<file path="config.mk">
export PLATFORM = sky130hd
export DESIGN_NAME = ubpf_top
export DESIGN_NICKNAME = d
export VERILOG_FILES = /design/src/hdl/ubpf_pkg.sv /design/src/hdl/ubpf_top.sv
export SDC_FILE = /design/constraint.sdc
export NUM_CORES = 1
export LEC_CHECK = 0
export ABC_AREA = 1
export BUFFER_PORTS_ARGS = -buffer_cell sky130_fd_sc_hd__clkbuf_2
export CORE_ASPECT_RATIO = 0.75
export CORE_MARGIN = 1.5
export CORE_UTILIZATION = 51
export CTS_BUF_LIST = sky130_fd_sc_hd__clkbuf_8
export CTS_CLUSTER_DIAMETER = 200
export CTS_CLUSTER_SIZE = 40
export DETAILED_ROUTE_END_ITERATION = 7
export PLACE_DENSITY = 0.9
export SYNTH_ARGS = -nofsm -noshare
export SYNTH_HDL_FRONTEND = slang
export SYNTH_SLANG_ARGS = --single-unit
</file>
<file path="constraint.sdc">
create_clock -name aclk -period 2 [get_ports aclk]
set_clock_uncertainty 0.2 [all_clocks]
set_input_delay 0.3 -clock aclk [delete_from_list [all_inputs] [get_ports aclk]]
set_output_delay 0.3 -clock aclk [all_outputs]
set_load 0.02 [all_outputs]
</file>
<file path="src/hdl/ubpf_pkg.sv">
// ubpf_pkg: register map, field positions, reset values and timing for the break/pin-function block.
// assumes a 20 MHz core clock and a 32-bit AXI4-Lite register bus.
package ubpf_pkg;
  // printed offsets are register indices; byte address is four times the index
  localparam int unsigned BRK_IDX = 'h0a;
  localparam int unsigned TAD_IDX = 'h0b;
  localparam int unsigned PFS_IDX = 'h0c;
  localparam int unsigned DIR_IDX = 'h0d;
  localparam int unsigned CFG_IDX = 'h20;
  localparam int unsigned STS_IDX = 'h21;
  localparam logic [7:0] BRK_ADDR = 8'(BRK_IDX * 4);
  localparam logic [7:0] TAD_ADDR = 8'(TAD_IDX * 4);
  localparam logic [7:0] PFS_ADDR = 8'(PFS_IDX * 4);
  localparam logic [7:0] DIR_ADDR = 8'(DIR_IDX * 4);
  localparam logic [7:0] CFG_ADDR = 8'(CFG_IDX * 4);
  localparam logic [7:0] STS_ADDR = 8'(STS_IDX * 4);
  localparam logic [15:0] BRK_RESET = 16'h0000;
  localparam logic [15:0] BRK_CONT = 16'hffff;
  localparam logic [3:0] TAD_RESET = 4'h0;
  localparam logic [9:0] PFS_RESET = 10'h300;
  localparam logic [9:0] DIR_RESET = 10'h000;
  // pin-function field positions
  localparam int PFS_RXTOG = 9;
  localparam int PFS_TXTOG = 8;
  localparam int PFS_CLKEN = 7;
  localparam int PFS_SEC_HI = 6;
  localparam int PFS_SEC_LO = 5;
  localparam int PFS_SECSEL = 4;
  localparam int PFS_POL = 3;
  localparam int PFS_MODE_HI = 2;
  // config register fields
  localparam int CFG_HDX = 0;
  localparam int CFG_BIT_LO = 8;
  localparam logic [15:0] CFG_RESET = 16'h0a00;
  // mode codes for pins 2 to 5, and pin-7 secondary codes
  localparam logic [2:0] MODE_GPIO = 3'h0;
  localparam logic [2:0] MODE_RTSCTS = 3'h1;
  localparam logic [2:0] MODE_DTRDSR = 3'h2;
  localparam logic [2:0] MODE_DE_TX = 3'h3;
  localparam logic [2:0] MODE_DE_MATCH = 3'h4;
  localparam logic [1:0] SEC_DE_TX = 2'h1;
  localparam logic [1:0] SEC_DE_MATCH = 2'h2;
  // timing
  localparam int unsigned CLK_HZ = 20_000_000;
  localparam int unsigned TICK_MS = 1;
  localparam int unsigned MS_CYCLES = CLK_HZ / 1000 * TICK_MS;
  localparam int unsigned DRAIN_CHARS = 2;
  localparam logic [1:0] AXI_OKAY = 2'h0;
  localparam logic [1:0] AXI_SLVERR = 2'h2;
  typedef enum logic [1:0] {UBPF_IDLE = 2'b00, UBPF_WAIT = 2'b01, UBPF_BREAK = 2'b11, UBPF_DRAIN = 2'b10} ubpf_brk_t;
endpackage

</file>
<file path="src/hdl/ubpf_top.sv">
// ubpf_top: tx break timer, half-duplex turnaround delay, pin-function mux and pin direction.
// assumes a uart core on aclk giving char/bit strobes; pins reach the fabric unsynchronised.
`timescale 1ns/1ns
module ubpf_top import ubpf_pkg::*; #(
  parameter int unsigned MS_COUNT = MS_CYCLES // cycles per millisecond
) (
  input wire logic aclk, // core clock, 20 MHz
  input wire logic aresetn, // synchronous reset, active low
  input wire logic [7:0] s_axi_awaddr, // write address
  input wire logic s_axi_awvalid, // write address valid
  output logic s_axi_awready, // write address ready
  input wire logic [31:0] s_axi_wdata, // write data
  input wire logic [3:0] s_axi_wstrb, // write strobes
  input wire logic s_axi_wvalid, // write data valid
  output logic s_axi_wready, // write data ready
  output logic [1:0] s_axi_bresp, // write response
  output logic s_axi_bvalid, // write response valid
  input wire logic s_axi_bready, // write response ready
  input wire logic [7:0] s_axi_araddr, // read address
  input wire logic s_axi_arvalid, // read address valid
  output logic s_axi_arready, // read address ready
  output logic [31:0] s_axi_rdata, // read data
  output logic [1:0] s_axi_rresp, // read response
  output logic s_axi_rvalid, // read data valid
  input wire logic s_axi_rready, // read data ready
  input wire logic tx_shifting, // uart core is shifting a character
  input wire logic bit_tick, // one-cycle pulse per bit time
  input wire logic char_tick, // one-cycle pulse per character time
  input wire logic tx_active, // uart transmitting (incl. stop)
  input wire logic addr_matched, // multidrop address match active
  input wire logic rx_toggle, // receive-activity toggle
  input wire logic tx_toggle, // transmit-activity toggle
  input wire logic gen_clk, // generated clock for pin 6
  input wire logic rts_flow, // auto handshake request level
  input wire logic dtr_flow, // auto handshake terminal-ready level
  input wire logic [9:0] gpio_out, // gpio output levels from set/clear logic
  input wire logic [9:0] pin_in, // raw pin levels
  output logic [9:0] pin_out, // pin drive levels
  output logic [9:0] pin_oe, // pin output enables, high drives
  output logic [9:0] pin_state, // synchronised pin levels
  output logic tx_break, // force tx line to break
  output logic xcvr_tx_dir, // half-duplex direction, high transmit
  output logic cts_seen, // synchronised clear-to-send
  output logic dsr_seen // synchronised set-ready
);
  logic [15:0] brk_cnt;
  logic [3:0] tad;
  logic [9:0] pfs;
  logic [9:0] dir;
  logic hdx_en;
  ubpf_brk_t st;
  ubpf_brk_t next_st;
  logic [$clog2(MS_COUNT)-1:0] ms_cnt;
  logic ms_tick;
  logic [1:0] drain_cnt;
  logic [3:0] tad_cnt;
  logic tad_run;
  logic [9:0] pin_m;
  logic [9:0] pin_s;
  logic aw_hold;
  logic w_hold;
  logic [7:0] aw_q;
  logic [31:0] w_q;
  logic [3:0] ws_q;

  // bus write path: address and data taken in either order
  wire aw_take = s_axi_awvalid && s_axi_awready;
  wire w_take = s_axi_wvalid && s_axi_wready;
  wire aw_have = aw_hold || aw_take;
  wire w_have = w_hold || w_take;
  wire [7:0] wa = aw_hold ? aw_q : s_axi_awaddr;
  wire [31:0] wd = w_hold ? w_q : s_axi_wdata;
  wire [3:0] wsb = w_hold ? ws_q : s_axi_wstrb;
  wire wr_go = aw_have && w_have && !s_axi_bvalid;
  wire wr_lo = wr_go && wsb[0];
  wire wr_hi = wr_go && wsb[1];
  wire wa_ok = (wa == BRK_ADDR) || (wa == TAD_ADDR) || (wa == PFS_ADDR) ||
               (wa == DIR_ADDR) || (wa == CFG_ADDR) || (wa == STS_ADDR);
  wire brk_wr = wr_go && (wa == BRK_ADDR) && (wsb[1:0] != 2'b00);
  wire [15:0] brk_new = {wsb[1] ? wd[15:8] : brk_cnt[15:8], wsb[0] ? wd[7:0] : brk_cnt[7:0]};

  // read decode
  wire ra_ok = (s_axi_araddr == BRK_ADDR) || (s_axi_araddr == TAD_ADDR) || (s_axi_araddr == PFS_ADDR) ||
               (s_axi_araddr == DIR_ADDR) || (s_axi_araddr == CFG_ADDR) || (s_axi_araddr == STS_ADDR);
  wire [31:0] rd_mux =
    (s_axi_araddr == BRK_ADDR) ? {16'h0000, brk_cnt} :
    (s_axi_araddr == TAD_ADDR) ? {28'h0000000, tad} :
    (s_axi_araddr == PFS_ADDR) ? {22'h000000, pfs} :
    (s_axi_araddr == DIR_ADDR) ? {22'h000000, dir} :
    (s_axi_araddr == CFG_ADDR) ? {31'h00000000, hdx_en} :
    (s_axi_araddr == STS_ADDR) ? {16'h0000, tad_run, xcvr_tx_dir, st, tx_break, pin_state, 1'b0} :
    32'h00000000;

  always_ff @(posedge aclk) begin
    if (!aresetn) begin
      s_axi_awready <= 1'b0;
      s_axi_wready <= 1'b0;
      s_axi_bvalid <= 1'b0;
      s_axi_bresp <= AXI_OKAY;
      aw_hold <= 1'b0;
      w_hold <= 1'b0;
      aw_q <= 8'h00;
      w_q <= 32'h00000000;
      ws_q <= 4'h0;
    end else begin
      s_axi_awready <= !aw_have && !s_axi_bvalid && !wr_go;
      s_axi_wready <= !w_have && !s_axi_bvalid && !wr_go;
      if (aw_take) begin
        aw_q <= s_axi_awaddr;
      end
      if (w_take) begin
        w_q <= s_axi_wdata;
        ws_q <= s_axi_wstrb;
      end
      aw_hold <= aw_have && !wr_go;
      w_hold <= w_have && !wr_go;
      if (wr_go) begin
        s_axi_bvalid <= 1'b1;
        s_axi_bresp <= wa_ok ? AXI_OKAY : AXI_SLVERR;
      end else if (s_axi_bready) begin
        s_axi_bvalid <= 1'b0;
      end
    end
  end

  always_ff @(posedge aclk) begin
    if (!aresetn) begin
      s_axi_arready <= 1'b0;
      s_axi_rvalid <= 1'b0;
      s_axi_rdata <= 32'h00000000;
      s_axi_rresp <= AXI_OKAY;
    end else begin
      s_axi_arready <= !s_axi_rvalid && !(s_axi_arvalid && s_axi_arready);
      if (s_axi_arvalid && s_axi_arready) begin
        s_axi_rvalid <= 1'b1;
        s_axi_rdata <= rd_mux;
        s_axi_rresp <= ra_ok ? AXI_OKAY : AXI_SLVERR;
      end else if (s_axi_rready) begin
        s_axi_rvalid <= 1'b0;
      end
    end
  end

  // configuration registers
  always_ff @(posedge aclk) begin
    if (!aresetn) begin
      tad <= TAD_RESET;
      pfs <= PFS_RESET;
      dir <= DIR_RESET;
      hdx_en <= CFG_RESET[CFG_HDX];
    end else begin
      if (wr_lo && wa == TAD_ADDR) tad <= wd[3:0];
      if (wr_lo && wa == PFS_ADDR) pfs[7:0] <= wd[7:0];
      if (wr_hi && wa == PFS_ADDR) pfs[9:8] <= wd[9:8];
      if (wr_lo && wa == DIR_ADDR) dir[7:0] <= wd[7:0];
      if (wr_hi && wa == DIR_ADDR) dir[9:8] <= wd[9:8];
      if (wr_lo && wa == CFG_ADDR) hdx_en <= wd[CFG_HDX];
    end
  end

  // millisecond tick, phased to break entry so a late start never shortens the break
  assign ms_tick = (ms_cnt == ($clog2(MS_COUNT))'(MS_COUNT - 1));
  always_ff @(posedge aclk) begin
    if (!aresetn || brk_wr || ms_tick || st != UBPF_BREAK) begin
      ms_cnt <= '0;
    end else begin
      ms_cnt <= ms_cnt + 1'b1;
    end
  end

  // break sequencer
  wire brk_nz = (brk_cnt != BRK_RESET);
  always_comb begin
    next_st = st;
    case (st)
      UBPF_IDLE: if (brk_nz) next_st = UBPF_WAIT;
      UBPF_WAIT: begin
        if (!brk_nz) next_st = UBPF_IDLE;
        else if (!tx_shifting) next_st = UBPF_BREAK;
      end
      UBPF_BREAK: if (!brk_nz) next_st = UBPF_DRAIN;
      UBPF_DRAIN: if (brk_nz) next_st = UBPF_BREAK;
        else if (drain_cnt == 2'(DRAIN_CHARS - 1) && char_tick) next_st = UBPF_IDLE;
      default: next_st = UBPF_IDLE;
    endcase
    if (brk_wr) begin
      next_st = (brk_new == BRK_RESET) ? UBPF_IDLE :
                (st == UBPF_BREAK || st == UBPF_DRAIN) ? UBPF_BREAK : UBPF_WAIT;
    end
  end

  always_ff @(posedge aclk) begin
    if (!aresetn) begin
      st <= UBPF_IDLE;
      brk_cnt <= BRK_RESET;
      drain_cnt <= 2'h0;
      tx_break <= 1'b0;
    end else begin
      st <= next_st;
      if (brk_wr) begin
        brk_cnt <= brk_new;
      end else if (st == UBPF_BREAK && ms_tick && brk_nz && brk_cnt != BRK_CONT) begin
        brk_cnt <= brk_cnt - 1'b1;
      end
      drain_cnt <= (st != UBPF_DRAIN) ? 2'h0 : drain_cnt + 2'(char_tick);
      tx_break <= (next_st == UBPF_BREAK) || (next_st == UBPF_DRAIN);
    end
  end

  // half-duplex turnaround: hold transmit direction for tad bit times after tx ends
  always_ff @(posedge aclk) begin
    if (!aresetn) begin
      tad_cnt <= 4'h0;
      tad_run <= 1'b0;
      xcvr_tx_dir <= 1'b0;
    end else if (tx_active || tx_break) begin
      tad_cnt <= tad;
      tad_run <= hdx_en;
      xcvr_tx_dir <= 1'b1;
    end else if (tad_run && tad_cnt != 4'h0) begin
      if (bit_tick) tad_cnt <= tad_cnt - 1'b1;
    end else begin
      tad_run <= 1'b0;
      xcvr_tx_dir <= 1'b0;
    end
  end

  // pin function mux
  wire [2:0] mode = pfs[PFS_MODE_HI:0];
  wire [1:0] sec = pfs[PFS_SEC_HI:PFS_SEC_LO];
  wire de_tx = xcvr_tx_dir;
  wire de_lvl_tx = pfs[PFS_POL] ? de_tx : !de_tx;
  wire de_lvl_m = pfs[PFS_POL] ? addr_matched : !addr_matched;
  wire p5_de = !pfs[PFS_SECSEL] && (mode == MODE_DE_TX || mode == MODE_DE_MATCH);
  wire p5_rts = mode == MODE_RTSCTS;
  wire p4_cts = mode == MODE_RTSCTS;
  wire p23 = mode == MODE_DTRDSR;
  wire p7_de = pfs[PFS_SECSEL] && (sec == SEC_DE_TX || sec == SEC_DE_MATCH);
  wire [9:0] alt_out = {pfs[PFS_RXTOG], pfs[PFS_TXTOG], p7_de, pfs[PFS_CLKEN], p5_de || p5_rts, 1'b0,
                        1'b0, p23, 1'b0, 1'b0};
  wire [9:0] alt_in = {5'h00, p4_cts, p23, 3'h0};
  wire [9:0] alt_any = alt_out | alt_in;
  wire [9:0] alt_val = {rx_toggle, tx_toggle,
                        (sec == SEC_DE_TX) ? de_lvl_tx : de_lvl_m,
                        gen_clk,
                        p5_rts ? !rts_flow : (mode == MODE_DE_TX) ? de_lvl_tx : de_lvl_m,
                        1'b0, 1'b0, !dtr_flow, 1'b0, 1'b0};
  wire [9:0] next_oe = alt_out | (dir & ~alt_any);
  wire [9:0] next_out = (alt_out & alt_val) | (~alt_any & gpio_out);

  always_ff @(posedge aclk) begin
    if (!aresetn) begin
      pin_m <= 10'h000;
      pin_s <= 10'h000;
      pin_oe <= 10'h000;
      pin_out <= 10'h000;
      cts_seen <= 1'b0;
      dsr_seen <= 1'b0;
    end else begin
      pin_m <= pin_in;
      pin_s <= pin_m;
      pin_oe <= next_oe;
      pin_out <= next_out;
      cts_seen <= p4_cts && !pin_s[4];
      dsr_seen <= p23 && !pin_s[3];
    end
  end
  assign pin_state = pin_s;
endmodule // ubpf_top

</file>
Yosys cells after proc, flatten, opt, wreduce, memory -nomap -nowiden

Cells that the tools add are included.

Flip-flop bits (word level): 178
Input bits: 89
Output and inout bits: 75
Logic and storage cells: 192

$add $sub $neg: 4
Eq/ne operators: 29
Multiplexer cells: 40
Bitwise operators: 8
Reduce and logical (&&, ||, !) cells: 78

Operators with widths:

| kind                                                | count |
|---|---|
| two-way mux 16 bit                                  | 9 |
| == test 8 x 6 -> 1 bit (second input constant)      | 8 |
| == test 8 bit (second input constant)               | 4 |
| logical AND 1 bit                                   | 31 |
| AND 10 bit                                          | 3 |
| two-way mux 2 bit                                   | 12 |
| two-way mux 8 bit                                   | 3 |
| logical OR 1 bit                                    | 21 |
| OR 10 bit                                           | 2 |
| logical NOT 16 bit                                  | 1 |
| != test 16 bit (second input constant)              | 1 |
| nonzero test 16 bit                                 | 1 |
| subtractor 16 x 1 -> 16 bit (second input constant) | 1 |
| adder 15 x 1 -> 15 bit (second input constant)      | 1 |
| == test 15 bit (second input constant)              | 1 |
| logical NOT 1 bit                                   | 14 |
| two-way mux 1 bit                                   | 12 |
| two-way mux 4 bit                                   | 3 |
| nonzero test 2 bit                                  | 6 |
| == test 2 bit (second input constant)               | 5 |
| inverter 10 bit                                     | 1 |
| OR 10 x 5 -> 10 bit                                 | 1 |
| case mux 2 bit (4 select lines)                     | 1 |
| == test 2 x 1 -> 1 bit (second input constant)      | 3 |
| 11 further kinds                                    | 14 |

Logic depth before layout (Yosys ltp)

Depth after elaboration: 9
Mapped depth: 14
Gate-level depth less buffers: 12

Worst setup path before layout

OpenSTA, ideal clock, no wires.

Kind: register -> register
Start point: register brk_cnt[0]
End point: register brk_cnt[12]
Library setup time: 0.122 ns
Arrival: 1.508 ns
Required time: 1.678 ns
Slack: 0.170 ns
Cell stages (with the launch flop): 12
Path buffers: 1
Clock period less this slack: 1.830 ns
Cells stage by stage: dfxtp_1 > inv_1 > ha_1 > nand3_2 > nor2_2 > nand2_2 > inv_2 > nor2_1 > nand3_2 > buf_4 > nor2_1 > nor3_2

Cells in the longest elaborated chain, start to end: 4
Elaborated cells on any way between the ends: 8
Those cells by class: 1 x add/sub; 1 x eq/ne; 2 x mux; 4 x reduce/logical

RTL lines:

| what                                                                                | RTL line        | source |
|---|---|---|
| start: declaration                                                                  | ubpf_top.sv:46  | `logic [15:0] brk_cnt;` |
| start signal: assignment                                                            | ubpf_top.sv:201 | `brk_cnt <= brk_new;` |
| start signal: assignment                                                            | ubpf_top.sv:203 | `brk_cnt <= brk_cnt - 1'b1;` |
| parallel branches: the longest is 4 deep, another holds subtractor 16 x 1 -> 16 bit | n/a             |  |

Parallel ways; which one is timed is not known. The select of a mux whose other input is x is not followed.
A chain may end at the register's enable or synchronous reset.

Worst setup path in the final report

Start point: register aw_hold
End point: register hdx_en

Cells in the longest elaborated chain, start to end: 5
Elaborated cells on any way between the ends: 7
Those cells by class: 1 x eq/ne; 1 x mux; 5 x reduce/logical

RTL lines:

| what                                                                      | RTL line        | source |
|---|---|---|
| start: declaration                                                        | ubpf_top.sv:60  | `logic aw_hold;` |
| start signal: assignment                                                  | ubpf_top.sv:115 | `aw_hold <= aw_have && !wr_go;` |
| parallel branches: the longest is 4 deep, another holds two-way mux 8 bit | n/a             |  |
| logical AND 1 bit (*)                                                     | ubpf_top.sv:157 | `if (wr_lo && wa == CFG_ADDR) hdx_en <= wd[CFG_HDX];` |
| end signal: assignment                                                    | ubpf_top.sv:150 | `hdx_en <= CFG_RESET[CFG_HDX];` |
| end signal: assignment                                                    | ubpf_top.sv:157 |  |
| end: declaration                                                          | ubpf_top.sv:50  | `logic hdx_en;` |

Every way passes the cells marked *.

==> flow_summary_export.csv <==
group,metric,value,unit
timing,timing.final.crit_share,0.987,
min_path,min_delay_worst_type,"in2reg",
synth,post_synth_instance_area,7890,µm²
status,status,"finished, final reports clean",
critical_path,critPathCaptureType,"register",
timing,maxClockFrequency,506,MHz
power,power_per_cell_area,679,nW/µm²
critical_path,cp_top_family,"simple AND/OR/NAND/NOR gates",
global_routing,grt_start_max_net_pins,71,
global_routing,grt_pass1_wl,38500,µm
die,design.core.area,15200,µm²
clock_tree,tritoncts,"done",
timing,slew-limit-headroom,0.594,
placement,post-dp-hpwl,15300,µm
detailed_routing,ant_nets,0,
detailed_routing,initialDrtViolationCount,953,
run,cap_viol_max_count,0,
power,power.static_leakage,5.07,nW
placement,final_gp_congestion,0.968,
synth,netlist.area_leader.share,0.406,
synth,ys_ff_latch,160,
timing,report.final.slew_viol_count,0,
finish,layout-drive-gt1-share,0.216,
die,floorplan_die_area,16200,µm²
critical_path,cp.arrival,2.13,ns
timing,final-setup-viol-count,0,
die,initial_core_util,0.520,
clock_tree,cts_max_level,4,
detailed_routing,vias_per_cell,5.32,
die,row_count,39,
synth,ys_dominant_reg_cell,"sky130_fd_sc_hd__dfxtp_1",
placement,place.port_buffers,127,
synth,netlist.top_cell.by_area,"sky130_fd_sc_hd__dfxtp_1",
critical_path,crit_fanout,9,
critical_path,worst-path-buf-inv,3,
critical_path,crit_required,2.15,ns
synth,yosys_warning_count,0,
detailed_routing,finalWirelength,24100,µm
synth,synthTopCellsByArea,"sky130_fd_sc_hd__dfxtp_1, sky130_fd_sc_hd__nand2_1, sky130_fd_sc_hd__nor2_1",
detailed_routing,avgRoutedWirePerCell,15.0,µm
clock_tree,clock_insertion_delay_at_the_later_pin_of_the_skew_report,0.47,ns
die,die_width,147,µm
synth,synth_seq_area_share,0.406,
die,fp.dieH,111,µm
clock_tree,clk_path_buf_depth,2,
global_routing,globalRoute.totalOverflow,0,
finish,ant_diodes,0,
critical_path,max_stage_delay,0.35,ns
critical_path,internal_reg_to_reg_setup_slack,0.03,ns
detailed_routing,top_routing_layer_used,"met4",
timing,min_hold_slack,0.0168,ns
clock_tree,cts-root-buf,"sky130_fd_sc_hd__clkbuf_8",
critical_path,cp-start-kind,"register",
die,io_pins,164,
detailed_routing,drcViolationCount,0,
synth,async_set_reset_flop_share_out_of_synthesis,0,
synth,syn_area_per_cell,6.76,µm²
global_routing,grt_pass1_vias,8016,
synth,post_synth_num_cell_types,47,
detailed_routing,vias,8557,
timing,rsz0062_at_grt,"yes",
synth,number_of_enable_type_register_cells_in_the_synthesized_netlist,0,
critical_path,timing.critical_path.cells,"buf_12, inv_8, nand2_2, nand2_2, inv_1, nand3_1, nor2_2, nand2_1, o21ai_0, a21oi_1",
critical_path,worstSetupPathType,"reg2reg",
synth,syn_inst,1167,
timing,min_period,1.97,ns
finish,area_delta_synth_final,29.7,%
global_routing,grt_antenna_before_repair,0,
critical_path,critPathSlowestCell,"sky130_fd_sc_hd__dfxtp_2",
clock_tree,clock_sink_count,160,
power,report.power.total,6.94,mW
finish,final_net_count,1486,
critical_path,critPathMostFrequentCell,"sky130_fd_sc_hd__nand2_2",
detailed_routing,dr.pass1.iters,6,
detailed_routing,met2WireLength,10900,µm
detailed_routing,met1_routed_wirelength_after_detailed_routing,9780,µm
clock_tree,numCtsBuffers,17,
power,irDropWorstVdd,551,µV
timing,worst_pin_slew,0.603,ns
global_routing,global_route.usage.total,0.297,
clock_tree,clkTransAtPathRegs,0.09,ns
detailed_routing,wl_met3,2650,µm
timing,timing.final.hold_violations,0,
[metrics by stage]
stage | utilization | TNS (ns) | std cells | instance area [µm²] | setup slack [ns]
final | 0.674 | 0 | 1609 | 10200 | 0.0250
after global routing | 0.674 | -0.252 | 1609 | 10200 | -0.0424
after CTS | 0.660 | 0 | 1603 | 10000 | 0.0143
after detailed placement | 0.597 | 0 | 1516 | 9050 | 0.0196
after global placement | 0.597 | 0 | 1516 | 9050 | 0.0706
after floorplan | - | 0 | 1184 | 7950 | 0.170
[final timing paths]
path / start / end / cells after the start
hold / removal: s_axi_arvalid / s_axi_rvalid$_SDFFE_PN0P_ / 3
setup reg to reg: aw_hold$_SDFF_PN0_ / hdx_en$_SDFFE_PN0P_ / 10
setup / recovery: aw_hold$_SDFF_PN0_ / hdx_en$_SDFFE_PN0P_ / 10
hold reg to reg: pin_m[6]$_SDFF_PN0_ / pin_state[6]$_SDFF_PN0_ / 2
[placed cells by master, fill, tap and decap left out, types with 6 or more instances in the layout]
cell type / synthesis / layout
sky130_fd_sc_hd__o21ai_0: 84 / 80
sky130_fd_sc_hd__xor2_1: 15 / 15
sky130_fd_sc_hd__o21ai_1: 2 / 6
sky130_fd_sc_hd__dlygate4sd3_1: 0 / 55
sky130_fd_sc_hd__nor3_1: 22 / 18
sky130_fd_sc_hd__a21oi_1: 59 / 59
sky130_fd_sc_hd__nor2_2: 4 / 11
sky130_fd_sc_hd__dfxtp_1: 160 / 156
sky130_fd_sc_hd__buf_12: 0 / 8
sky130_fd_sc_hd__nand2_2: 14 / 18
sky130_fd_sc_hd__buf_4: 21 / 54
sky130_fd_sc_hd__nand2_1: 269 / 264
sky130_fd_sc_hd__nor2_4: 4 / 7
sky130_fd_sc_hd__inv_1: 134 / 135
sky130_fd_sc_hd__conb_1: 1 / 18
sky130_fd_sc_hd__nand3_1: 86 / 82
sky130_fd_sc_hd__nor2_1: 183 / 173
sky130_fd_sc_hd__nand2_4: 7 / 9
sky130_fd_sc_hd__clkbuf_2: 0 / 126
sky130_fd_sc_hd__clkbuf_8: 0 / 18
[report_power, final]
| part | leakage, nW | internal, mW | switching (mW) | total (mW) |
|---|---|---|---|---|
| Sequential | 1.31 | 3.30 | 0.0674 | 3.37 |
| Clock | 0.208 | 1.27 | 1.29 | 2.55 |
| Combinational | 3.55 | 0.380 | 0.635 | 1.01 |
| Total | 5.07 | 4.95 | 1.99 | 6.94 |
[per-layer routing]
| metal | up-vias | track usage |
|---|---|---|
| li1 | 4093 | - |
| met1 | 3832 | 0.388 |
| met2 | 550 | 0.471 |
| met3 | 82 | 0.0724 |
| met4 | 0 | 0.121 |
| met5 | - | 0 |
[cells in the mapped netlist (3+ instances only)]
cell type,instances
sky130_fd_sc_hd__nand2_1,269
sky130_fd_sc_hd__nor2_1,183
sky130_fd_sc_hd__dfxtp_1,160
sky130_fd_sc_hd__inv_1,134
sky130_fd_sc_hd__nand3_1,86
sky130_fd_sc_hd__o21ai_0,84
sky130_fd_sc_hd__a21oi_1,59
sky130_fd_sc_hd__clkbuf_1,24
sky130_fd_sc_hd__nor3_1,22
sky130_fd_sc_hd__buf_4,21
sky130_fd_sc_hd__xor2_1,15
sky130_fd_sc_hd__nand2_2,14
sky130_fd_sc_hd__buf_2,12
sky130_fd_sc_hd__nand2_4,7
sky130_fd_sc_hd__ha_1,6
sky130_fd_sc_hd__nand4_1,5
sky130_fd_sc_hd__xnor2_1,5
sky130_fd_sc_hd__inv_2,4
sky130_fd_sc_hd__nor2_2,4
sky130_fd_sc_hd__nor2_4,4
sky130_fd_sc_hd__o211ai_1,4
sky130_fd_sc_hd__buf_6,3
sky130_fd_sc_hd__nand3_2,3
sky130_fd_sc_hd__o221ai_1,3
sky130_fd_sc_hd__or2_2,3
[layout make-up]
| class | instances | area [µm²] |
|---|---|---|
| Sequential cell | 160 | 3210 |
| Tap cell | 205 | 256 |
| Clock buffer | 18 | 248 |
| Clock inverter | 14 | 165 |
| Inverter | 143 | 554 |
| Multi-Input combinational cell | 821 | 4000 |
| Fill cell | 1130 | 4950 |
| Timing Repair Buffer | 248 | 1790 |
[flip-flops by register name, summed over array words and instances, names as in the netlist, 2 cells and up]
| register | count |
|---|---|
| s_axi_rdata | 16 |
| ms_cnt | 15 |
| tad_cnt | 4 |
| w_q | 16 |
| aw_q | 8 |
| pin_oe | 10 |
| drain_cnt | 2 |
| pin_out | 10 |
| brk_cnt | 16 |
| st | 2 |
| pin_state | 10 |
| dir | 10 |
| pin_m | 10 |
| ws_q | 2 |
| tad | 4 |
| pfs | 10 |
[kinds of logic after synthesis]
family	Yosys count	synth area share
and+or+nand+nor	613	0.339
buffers and inverters	204	0.113
AOI/OAI and AO/OA	163	0.110
DFF	160	0.406
xor gates and xnor gates	20	0.0222
adders and majority gates	6	0.00952
other	1	0.000476
[worst register-to-register path, delay by kind of cell (launching register included)]
family                 cells  cell delay [ns]
AO/OA/AOI/OAI              2             0.29
buffers and inverters      3             0.29
flip-flops                 1             0.35
AND/OR/NAND/NOR            5             0.73
[repair_timing]
| action | CTS | global route |
|---|---|---|
| setup endpoints to repair | 2 | 35 |
| cloned | 0 | 2 |
| endpoints found under the hold margin | 50 | 0 |
| buffers inserted | 0 | 4 |
| pin swaps | 0 | 15 |
| gates resized for setup | 1 | 48 |
| hold buffers | 55 | 0 |
(Power assumes the default switching activity.)
